===== src/irig_params.svh =====
//////////////////////////////////////////////////////////////////////
// Purpose: Constants of the serial time-code generator
// Assumes: 100 MHz system clock
// Notes:   Widths are in tenths of an element slot
//////////////////////////////////////////////////////////////////////
`ifndef IRIG_PARAMS_SVH
`define IRIG_PARAMS_SVH
`define CLK_PERIOD_NS 10
// Slot spacing: 0.01 s for B, 1 s for H
`define SLOT_B_NS     10000000
`define SLOT_H_NS     1000000000
`define TENTHS        10
`define TENTH_B_CYC   ((`SLOT_B_NS / `TENTHS) / `CLK_PERIOD_NS)
`define TENTH_H_CYC   ((`SLOT_H_NS / `TENTHS) / `CLK_PERIOD_NS)
`define TENTH_LAST    4'h9
// 1 kHz carrier cut into sixteen phase steps
`define CARRIER_NS    1000000
`define AM_PHASES     16
`define AM_STEP_CYC   (`CARRIER_NS / `AM_PHASES / `CLK_PERIOD_NS)
// Element widths in tenths of a slot
`define W_MARK        4'h8
`define W_ONE         4'h5
`define W_ZERO        4'h2
// Frame geometry and control element slots
`define LAST_B        7'h63
`define LAST_H        7'h3b
`define CTRL_LOCK     7'h35
`define CTRL_ACC0     7'h37
`define CTRL_ACC3     7'h3a
`define SBS_FIRST     7'h50
`define TW_BITS       30
`endif


===== src/irig_pkg.sv =====
//////////////////////////////////////////////////////////////////////
// Purpose: Types of the serial time-code generator
// Assumes: irig_params.svh on the include path
// Notes:   State of the generator is one packed struct
//////////////////////////////////////////////////////////////////////
package irig_pkg;
`include "irig_params.svh"
   typedef enum logic {MODE_B, MODE_H} mode_t;

   typedef struct packed {
      logic [23:0]          pre;
      logic [3:0]           tenth;
      logic [6:0]           idx;
      logic [3:0]           width;
      logic                 level;
      logic                 slot_start;
      logic                 on_time;
      logic                 tick;
      mode_t                mode;
      logic [`TW_BITS-1:0]  word;
      logic                 stale;
   } gen_state_t;
endpackage


===== src/time_word_buffer.sv =====
//////////////////////////////////////////////////////////////////////
// Purpose: Two-entry buffer for time words
// Assumes: Source and sink on sys_clk_i
// Notes:   Head word comes straight from a register
//////////////////////////////////////////////////////////////////////
module time_word_buffer #(
   parameter int WIDTH = 30
) (
   input  wire logic             sys_clk_i,
   input  wire logic             rst_i,
   input  wire logic             s_valid_i,
   output logic                  s_ready_o,
   input  wire logic [WIDTH-1:0] s_data_i,
   output logic                  m_valid_o,
   input  wire logic             m_ready_i,
   output logic [WIDTH-1:0]      m_data_o
);
   typedef struct packed {
      logic [WIDTH-1:0] d0;
      logic [WIDTH-1:0] d1;
      logic [1:0]       cnt;
   } buf_state_t;

   buf_state_t q, d;
   logic push, pop;

   // Full refuses the source, so a stalled sink loses nothing
   assign s_ready_o = (q.cnt != 2'h2);
   assign m_valid_o = (q.cnt != 2'h0);
   assign m_data_o  = q.d0;
   assign push      = s_valid_i & s_ready_o;
   assign pop       = m_valid_o & m_ready_i;

   // Shift on pop, fill the first free entry on push
   always_comb begin
      d = q;
      if (pop && push) begin
         if (q.cnt == 2'h1) begin
            d.d0 = s_data_i;
         end else begin
            d.d0 = q.d1;
            d.d1 = s_data_i;
         end
      end else if (pop) begin
         d.d0  = q.d1;
         d.cnt = q.cnt - 2'h1;
      end else if (push) begin
         if (q.cnt == 2'h0) begin
            d.d0 = s_data_i;
         end else begin
            d.d1 = s_data_i;
         end
         d.cnt = q.cnt + 2'h1;
      end
   end

   always_ff @(posedge sys_clk_i or posedge rst_i) begin
      if (rst_i) begin
         q <= '0;
      end else begin
         q <= d;
      end
   end
endmodule


===== src/am_carrier.sv =====
//////////////////////////////////////////////////////////////////////
// Purpose: 1 kHz amplitude-modulated form of the level-shift code
// Assumes: sync_i pulses at the start of every carrier period
// Notes:   Space level is about 0.31 of mark level
//////////////////////////////////////////////////////////////////////
module am_carrier #(
   parameter int STEP_CYC = `AM_STEP_CYC
) (
   input  wire logic        sys_clk_i,
   input  wire logic        rst_i,
   input  wire logic        sync_i,
   input  wire logic        mark_i,
   input  wire logic        enable_i,
   output logic signed [7:0] am_o
);
   typedef struct packed {
      logic [15:0]        step;
      logic [3:0]         phase;
      logic signed [7:0]  sample;
   } am_state_t;

   am_state_t q, d;
   logic signed [7:0] s;

   // Sixteen-point sine with peak of 100
   function automatic logic signed [7:0] sine(input logic [3:0] p);
      logic [7:0] m;
      m = 8'h00;
      case (p[2:0])
         3'h1, 3'h7: m = 8'h26;
         3'h2, 3'h6: m = 8'h47;
         3'h3, 3'h5: m = 8'h5c;
         3'h4:       m = 8'h64;
         default:    m = 8'h00;
      endcase
      sine = p[3] ? -$signed(m) : $signed(m);
   endfunction

   // Phase restarts on each slot tenth: rising zero crossing on edges
   always_comb begin
      d = q;
      s = sine(q.phase);
      if (sync_i) begin
         d.step  = '0;
         d.phase = '0;
      end else if (q.step == 16'(STEP_CYC - 1)) begin
         d.step  = '0;
         d.phase = (q.phase == 4'hf) ? q.phase : q.phase + 4'h1;
      end else begin
         d.step = q.step + 16'h0001;
      end
      if (!enable_i) begin
         d.sample = 8'h00;
      end else if (mark_i) begin
         d.sample = s;
      end else begin
         d.sample = (s >>> 2) + (s >>> 4);
      end
   end

   always_ff @(posedge sys_clk_i or posedge rst_i) begin
      if (rst_i) begin
         q <= '0;
      end else begin
         q <= d;
      end
   end

   assign am_o = q.sample;
endmodule


===== src/irig_time_code_generator.sv =====
//////////////////////////////////////////////////////////////////////
// Purpose: Serial time-code generator, B (100 el/s) and H (1 el/s)
// Assumes: epoch_i pulses on the on-time instant of each frame;
//          time word for the next frame is queued ahead of it
// Notes:   All inputs come from logic on sys_clk_i
// How it works
// - Frame sends BCD seconds (B only), minutes, hours, days, then control elements.
// - Straight binary seconds field is never sent; those slots carry zeros.
// - Every element rises on its slot edge; only the width varies.
// - Slots are 0.01 s apart in B and 1 s apart in H.
// - Frame opens with two back-to-back markers, each 0.008 s or 0.8 s high.
// - On-time instant is the rising edge of the second opening marker.
// - One frame per second in B, one per minute in H.
// - Position markers one slot before reference, then every tenth slot.
// - One is 0.005 s or 0.5 s high, zero 0.002 s or 0.2 s.
// - Each BCD digit goes out weights 1, 2, 4, 8, lowest first.
// - Carrier crosses zero upward on every element edge.
// - H output is level shift only, never modulated.
// - Control element 4 at reference plus 530 ms is one while locked.
// - Control elements 6 to 9 flag 1, 5, 50, 500 ms worst accuracy.
// - H frames carry no lock or accuracy elements.
// - Time word goes out as supplied; UTC 24-hour input makes it standard.
//////////////////////////////////////////////////////////////////////
module irig_time_code_generator
   import irig_pkg::*;
#(
   parameter int TENTH_B_CYC = `TENTH_B_CYC,
   parameter int TENTH_H_CYC = `TENTH_H_CYC,
   parameter int AM_STEP_CYC = `AM_STEP_CYC
) (
   input  wire logic        sys_clk_i,
   input  wire logic        rst_i,
   input  wire logic        epoch_i,
   input  wire logic        mode_h_i,
   input  wire logic        am_en_i,
   input  wire logic        locked_i,
   input  wire logic [3:0]  acc_i,
   input  wire logic        tw_valid_i,
   output logic             tw_ready_o,
   input  wire logic [6:0]  tw_sec_i,
   input  wire logic [6:0]  tw_min_i,
   input  wire logic [5:0]  tw_hour_i,
   input  wire logic [9:0]  tw_day_i,
   output logic             dcls_o,
   output logic signed [7:0] am_o,
   output logic             on_time_o,
   output logic             stale_o
);
   import irig_pkg::*;

   gen_state_t              q, d;
   logic                    buf_valid;
   logic                    buf_pop;
   logic [`TW_BITS-1:0]     buf_word;
   logic [`TW_BITS-1:0]     tw_word;
   logic [23:0]             pre_max;
   logic [6:0]              last_idx;
   logic                    new_slot;

   //////////////////////////////////////////////////////////////////////
   // Word slot of a time bit: {valid, bit index into the time word}.
   // B uses seconds..days; H drops seconds and moves each field down.
   function automatic logic [5:0] slot_bit(input mode_t m, input logic [6:0] i);
      logic [6:0] b;
      logic       v;
      b = 7'h00;
      v = 1'b1;
      if (m == MODE_B) begin
         if (i >= 7'd1 && i <= 7'd4) begin
            b = i - 7'd1;
         end else if (i >= 7'd6 && i <= 7'd8) begin
            b = i - 7'd2;
         end else if (i >= 7'd10 && i <= 7'd13) begin
            b = i - 7'd3;
         end else if (i >= 7'd15 && i <= 7'd17) begin
            b = i - 7'd4;
         end else if (i >= 7'd20 && i <= 7'd23) begin
            b = i - 7'd6;
         end else if (i >= 7'd25 && i <= 7'd26) begin
            b = i - 7'd7;
         end else if (i >= 7'd30 && i <= 7'd33) begin
            b = i - 7'd10;
         end else if (i >= 7'd35 && i <= 7'd38) begin
            b = i - 7'd11;
         end else if (i >= 7'd40 && i <= 7'd41) begin
            b = i - 7'd12;
         end else begin
            v = 1'b0;
         end
      end else begin
         if (i >= 7'd1 && i <= 7'd4) begin
            b = i + 7'd6;
         end else if (i >= 7'd6 && i <= 7'd8) begin
            b = i + 7'd5;
         end else if (i >= 7'd10 && i <= 7'd13) begin
            b = i + 7'd4;
         end else if (i >= 7'd15 && i <= 7'd16) begin
            b = i + 7'd3;
         end else if (i >= 7'd20 && i <= 7'd23) begin
            b = i;
         end else if (i >= 7'd25 && i <= 7'd28) begin
            b = i - 7'd1;
         end else if (i >= 7'd30 && i <= 7'd31) begin
            b = i - 7'd2;
         end else begin
            v = 1'b0;
         end
      end
      slot_bit = {v, b[4:0]};
   endfunction

   // Width in tenths of the element sent in slot i
   function automatic logic [3:0] elem_width(input mode_t m,
                                             input logic [6:0] i,
                                             input logic [`TW_BITS-1:0] w,
                                             input logic lk,
                                             input logic [3:0] acc);
      logic [5:0] sb;
      logic [6:0] a;
      sb = slot_bit(m, i);
      a  = i - `CTRL_ACC0;
      if (i == 7'h00 || (i % 7'd10) == 7'd9) begin
         elem_width = `W_MARK;
      end else if (sb[5]) begin
         elem_width = w[sb[4:0]] ? `W_ONE : `W_ZERO;
      end else if (m == MODE_B && i == `CTRL_LOCK) begin
         elem_width = lk ? `W_ONE : `W_ZERO;
      end else if (m == MODE_B && i >= `CTRL_ACC0 && i <= `CTRL_ACC3) begin
         elem_width = acc[a[1:0]] ? `W_ONE : `W_ZERO;
      end else begin
         elem_width = `W_ZERO;
      end
   endfunction

   //////////////////////////////////////////////////////////////////////
   // Time words wait here; the source stalls when both entries are full.
   // Passed on unchanged, so offset or 12-hour input goes out as is.
   assign tw_word = {tw_day_i, tw_hour_i, tw_min_i, tw_sec_i};

   time_word_buffer #(
      .WIDTH     (`TW_BITS)
   ) u_buf (
      .sys_clk_i (sys_clk_i),
      .rst_i     (rst_i),
      .s_valid_i (tw_valid_i),
      .s_ready_o (tw_ready_o),
      .s_data_i  (tw_word),
      .m_valid_o (buf_valid),
      .m_ready_i (buf_pop),
      .m_data_o  (buf_word)
   );

   // Slot timing follows the mode latched for the running frame
   assign pre_max  = (q.mode == MODE_H) ? 24'(TENTH_H_CYC - 1) : 24'(TENTH_B_CYC - 1);
   assign last_idx = (q.mode == MODE_H) ? `LAST_H : `LAST_B;
   assign new_slot = epoch_i || (q.pre == pre_max && q.tenth == `TENTH_LAST);
   // A word is taken only at the reference slot of a frame
   assign buf_pop  = new_slot && (epoch_i || q.idx == last_idx);

   //////////////////////////////////////////////////////////////////////
   // Slot and tenth counters; epoch realigns the reference slot at once
   always_comb begin
      d            = q;
      d.slot_start = 1'b0;
      d.on_time    = 1'b0;
      d.tick       = 1'b0;
      if (epoch_i) begin
         d.pre   = '0;
         d.tenth = '0;
         d.idx   = '0;
         d.tick  = 1'b1;
      end else if (q.pre == pre_max) begin
         d.pre  = '0;
         d.tick = 1'b1;
         if (q.tenth == `TENTH_LAST) begin
            d.tenth = '0;
            d.idx   = (q.idx == last_idx) ? 7'h00 : q.idx + 7'h01;
         end else begin
            d.tenth = q.tenth + 4'h1;
         end
      end else begin
         d.pre = q.pre + 24'h000001;
      end
      // Frame start: latch mode and the queued word for the new frame
      if (buf_pop) begin
         d.mode    = mode_h_i ? MODE_H : MODE_B;
         d.on_time = 1'b1;
         if (buf_valid) begin
            d.word  = buf_word;
            d.stale = 1'b0;
         end else begin
            d.stale = 1'b1; // Repeats the last word rather than stop
         end
      end
      if (new_slot) begin
         d.slot_start = 1'b1;
         d.width = elem_width(d.mode, d.idx, d.word, locked_i, acc_i);
      end
      // High from the slot edge until the width in tenths has passed
      d.level = (d.tenth < d.width);
   end

   always_ff @(posedge sys_clk_i or posedge rst_i) begin
      if (rst_i) begin
         q <= '0;
      end else begin
         q <= d;
      end
   end

   assign dcls_o    = q.level;
   assign on_time_o = q.on_time;
   assign stale_o   = q.stale;

   //////////////////////////////////////////////////////////////////////
   // Modulated form only in B; carrier restarts each 1 ms tenth
   am_carrier #(
      .STEP_CYC  (AM_STEP_CYC)
   ) u_am (
      .sys_clk_i (sys_clk_i),
      .rst_i     (rst_i),
      .sync_i    (q.tick),
      .mark_i    (q.level),
      .enable_i  (am_en_i && q.mode == MODE_B),
      .am_o      (am_o)
   );
endmodule


===== config.mk =====
export PLATFORM = sky130hd
export DESIGN_NAME = irig_time_code_generator
export DESIGN_NICKNAME = d
export VERILOG_FILES = /design/src/irig_pkg.sv /design/src/time_word_buffer.sv /design/src/am_carrier.sv /design/src/irig_time_code_generator.sv
export VERILOG_INCLUDE_DIRS = /design/src /design/src/src
export SDC_FILE = /design/constraint.sdc
export NUM_CORES = 1
export LEC_CHECK = 0
export ABC_AREA = 1
export BUFFER_PORTS_ARGS = -buffer_cell sky130_fd_sc_hd__clkbuf_2
export CAP_MARGIN = 20
export CORE_ASPECT_RATIO = 2
export CORE_MARGIN = 2
export CORE_UTILIZATION = 50
export DETAILED_ROUTE_END_ITERATION = 10
export MAX_ROUTING_LAYER = met4
export PLACE_DENSITY = 0.67
export SLEW_MARGIN = 5
export SYNTH_ARGS = -nofsm -noshare
export SYNTH_HDL_FRONTEND = slang
export SYNTH_SLANG_ARGS = --single-unit

===== constraint.sdc =====
create_clock -name sys_clk_i -period 6.4 [get_ports sys_clk_i]
set_input_delay 0.96 -clock sys_clk_i [delete_from_list [all_inputs] [get_ports sys_clk_i]]
set_output_delay 0.96 -clock sys_clk_i [all_outputs]
set_load 0.02 [all_outputs]

**After elaboration in Yosys (flattened, before gate mapping)**

Cells that the tools add are included.

- Memories: 0
- Memory bits (read-only): 0
- Register bits: 164
- Logic and storage cells: 208
- Bits in writable memories: 0
- Input bits: 41
- Latch bits: 0

- Shift operators: 0
- Divide/modulo/power cells: 1
- $mul: 0
- Muxes and demuxes: 80
- Reduce and logical (&&, ||, !) cells: 37
- Magnitude comparators: 26
- Equality and inequality tests: 20
- Add/subtract/negate cells: 23
- Bitwise operators: 5

Operators by type and width:

| kind | count |
|---|---|
| two-way mux 30 bit | 7 |
| two-way mux 5 bit | 18 |
| two-way mux 62 bit | 1 |
| two-way mux 60 bit | 1 |
| two-way mux 24 bit | 2 |
| less-or-equal comparator 7 x 5 -> 1 bit (second input constant) | 6 |
| two-way mux 35 bit | 1 |
| two-way mux 32 bit | 1 |
| less-or-equal comparator 7 x 6 -> 1 bit (second input constant) | 4 |
| one-hot mux 7 bit (4 select lines) | 1 |
| two-way mux 1 bit | 25 |
| adder 24 x 1 -> 24 bit (second input constant) | 1 |
| == test 24 bit | 1 |
| two-way mux 8 bit | 3 |
| >= comparator 7 x 5 -> 1 bit (second input constant) | 3 |
| >= comparator 7 x 6 -> 1 bit (second input constant) | 3 |
| two-way mux 7 bit | 3 |
| two-way mux 20 bit | 1 |
| two-way mux 4 bit | 5 |
| logical AND 1 bit | 19 |
| two-way mux 3 bit | 6 |
| adder 16 x 1 -> 16 bit (second input constant) | 1 |
| == test 16 x 13 -> 1 bit (second input constant) | 1 |
| two-way mux 16 bit | 1 |
| 46 further kinds | 77 |

**Longest topological paths before layout**

- Depth in word-level cells: 26
- Depth in mapped cells: 45
- Mapped depth without buffers: 44

**Hierarchy**

From an unflattened synthesis, not the netlist that was laid out.

- Cells, all modules: 1729
- Area total of the unflattened synthesis: 12002.8 sq um

Modules (own cells, without submodules):

| module | instances | sequential area each (sq um) | cells an instance | area an instance (sq um) |
|---|---|---|---|---|
| irig_time_code_generator | 1 | 1851.8 | 1041 | 6681.4 |
| time_word_buffer | 1 | 1551.5 | 445 | 3354.5 |
| am_carrier | 1 | 700.7 | 243 | 1966.9 |

**Worst setup path before layout**

Ideal clock, no wire load.

- Path type: input-to-reg
- From: input epoch_i
- To: register q, in the netlist dcls_o
- Path buffers: 1
- Setup time: 0.077 ns
- Data required time: 6.323 ns
- Arrival time: 5.074 ns
- Stages: 37
- Path slack: 1.248 ns
- Cells stage by stage: clkinv_1 > nand2_1 > inv_1 > nand2_1 > nand2_1 > nand2_1 > clkbuf_1 > ha_1 > inv_1 > nor2_1 > inv_1 > o21ai_0 > nand2_1 > xor2_1 > inv_2 > nand4_1 > nand3_1 > nand2_1 > xor2_1 > inv_2 > nand2_2 > nand2_1 > nand2_1 > nand2_1 > ha_1 > o21ai_0 > nor2_1 > o21ai_0 > nor2_1 > a21oi_2 > nand2_1 > o21ai_0 > inv_1 > ha_1 > nand2_1 > inv_1 > a21oi_1

RTL lines:

| element | RTL line | RTL |
|---|---|---|
| start: declaration | irig_time_code_generator.sv:33 | `input wire logic epoch_i,` |
| end signal: assignment | irig_time_code_generator.sv:205 | `q <= '0;` |
| end signal: assignment | irig_time_code_generator.sv:207 | `q <= d;` |
| end: declaration | irig_time_code_generator.sv:51 | `gen_state_t q, d;` |

==> flow_summary.ini <==
[logic_synthesis]
synth-seq-cells = 164
ys_warn_count = 0
synth-seq-area-share = 0.363
synth_area_leader_cell = dfrtp_1
netlist_instances = 1666
async_flop_share = 1.00
synth_ff_type = dfrtp_1
synth_area_per_cell_sq_um = 6.79
synth_cell_types = 47
synth.top_cell.area_share = 0.363
synth_area_sq_um = 11300
synth_nets = 1747
synth_area_leaders = dfrtp_1, nand2_1, o21ai_0
synth_edf_count = 0

[global_route]
grt_pass1_wl_microns = 53100
overflow = 0
grt_pass1_vias = 10600
antenna_found_initial = 0
grt_util_all_layers = 0.301
grt_max_degree = 73

[drt]
drc = 0
vias = 10800
wl_per_cell_microns = 16.6
routed_wl_microns = 33000
antenna_left = 0
avgViaCountPerCell = 5.44
drt_iter0_drc = 786
firstDrtPassIters = 6

[critical_path]
worstSetupPathType = reg2reg
crit_top_cell = nand2_1
slowest_delay_ns = 0.43
crit_arrival_ns = 6.04
required_ns = 6.78
critPathCaptureType = register
cp_max_fo = 10
startpoint_type = register
slowest_stage = dfrtp_1

[timing]
tightest_slew_ns = 0.848
fin_crit_sh = 0.884
finalHoldViolCount = 0
skew_ns = 0.00772
min_period_ns = 5.66
setup_violations = 0
rsz0062_at_grt = no
drv_slew = 0
slew_headroom = 0.435
setup_tns_ns = 0
fmax_mhz = 177

[final_layout]
fin_area_sq_um = 12400
nets = 1782
areaGrowthSynthToFinish_pct = 9.60
drive_above_1_share = 0.109
n_antenna_cell = 0
fillers = 2222

[clock_network]
cts_sinks = 164
holdBufCountCts = 0
ctsHtreeMaxLevel = 4
clock_latency_ns = 0.46
tritoncts = done
cts-resized-gates = 0
cts_buffers = 17
cts_root_buf = clkbuf_16
path_clk_slew_ns = 0.06
ctsLongestPathBuffers = 2
post_cts_buffers = 0

[placement]
placed_area_sq_um = 11800
dp_hpwl_microns = 24700
place.port_buffers = 52
gp_congestion = 1.03

[outcome]
outcome = finished, final reports clean

[pwr]
ir_drop_uv = 432
p_leak_nw = 6.22
pwr_density_cell_nw_per_um2 = 293

[floorplan]
fp.dieH_microns = 217
die_w_microns = 110
start_util = 0.510
dieArea_sq_um = 23900
io_pins = 53
core_area_sq_um = 22200
core.rowCount = 77

[worst_hold_path]
hold_class = reg2reg

[run]
cap_violations = 0
-- synth_stat cells (11+ instances only) --
master	instances
nand3_1	113
ha_1	39
nor3_1	23
xor2_1	17
inv_2	22
o21ai_1	11
inv_1	196
dfrtp_1	164
nand4_1	13
nand2_2	23
a21oi_1	120
o21ai_0	180
clkbuf_1	38
nor2_1	145
nand2_1	446
a22oi_1	16
-- metrics by stage --
| stage | power [mW] | instances | hold WS [ns] | setup slack, ns | util |
|---|---|---|---|---|---|
| finish | 3.63 | 1989 | 0.457 | 0.744 | 0.559 |
| global route | 3.90 | 1989 | 0.488 | 0.0690 | 0.559 |
| CTS | 3.66 | 1988 | 0.462 | 0.820 | 0.559 |
| detailed placement | 2.64 | 1957 | 0.454 | 0.621 | 0.533 |
| global placement | 2.60 | 1957 | 0.444 | 0.798 | 0.533 |
| floorplan | 2.31 | 1666 | 0.433 | 1.01 | - |
-- worst paths after layout --
check	startpoint	to	slack (ns)	cells after the start
worst max-delay path	q[69]	dcls_o	0.74	41
worst min-delay path	q[51]	q[51]	0.46	1
worst max register to register	q[69]	dcls_o	0.74	41
worst min register to register	q[51]	q[51]	0.46	1
max in group asynchronous	rst_i	u_am.q[10]	4.61	3
min in group asynchronous	rst_i	q[62]	0.55	2
-- routing by layer --
metal	global-route usage	up-vias	wire length, microns
li1	-	5437	-
met1	0.291	4976	11700
met2	0.517	284	17400
met3	0.0547	132	1190
met4	0.223	0	2710
met5	-	-	0
-- power by group --
part	internal, mW	switching (mW)	total (mW)	leakage [nW]
combinational	0.374	0.781	1.16	3.86
sequential	1.34	0.132	1.47	2.10
clock	0.570	0.436	1.01	0.257
total	2.28	1.35	3.63	6.22
-- critical path, delay by kind of cell (launching register included) --
family | cells | cell delay [ns]
and+or+nand+nor | 28 | 3.30
buffers and inverters | 8 | 0.84
adders and majority gates | 2 | 0.62
DFF | 1 | 0.43
AOI/OAI and AO/OA | 3 | 0.39
-- state kept, by name, indices dropped and copies added, names as in the netlist --
register	count
u_buf.q	32
u_buf.m_data_o	30
dcls_o	1
stale_o	1
u_am.am_o	8
q	71
u_am.q	20
on_time_o	1
-- final cells by class --
type | count | area (sq um) | share of cell area
clock buffers | 19 | 433 | 0.0349
clock inverters | 12 | 133 | 0.0107
inverters | 223 | 847 | 0.0683
multi-input cells | 1215 | 6060 | 0.489
flip-flops and latches | 164 | 4100 | 0.331
well taps | 276 | 345 | 0.0279
repair buffers | 80 | 478 | 0.0386
-- cells by family after synthesis --
| group | after synthesis | share of synthesized area |
|---|---|---|
| buffers and inverters | 287 | 0.103 |
| xor gates and xnor gates | 24 | 0.0186 |
| AOI/OAI and AO/OA | 353 | 0.166 |
| and+or+nand+nor | 798 | 0.304 |
| adders and majority gates | 40 | 0.0449 |
| DFF | 164 | 0.363 |
-- cells in the final DEF, fill, tap and decap left out, types with 17 or more instances in the layout --
cell,instances
a21oi_1,119
buf_4,27
clkbuf_16,17
clkbuf_2,52
dfrtp_1,164
ha_1,39
inv_1,194
inv_2,23
nand2_1,446
nand2_2,23
nand3_1,113
nor2_1,144
nor3_1,23
o21ai_0,179
xor2_1,17
Power figures use the tool's default switching activity.
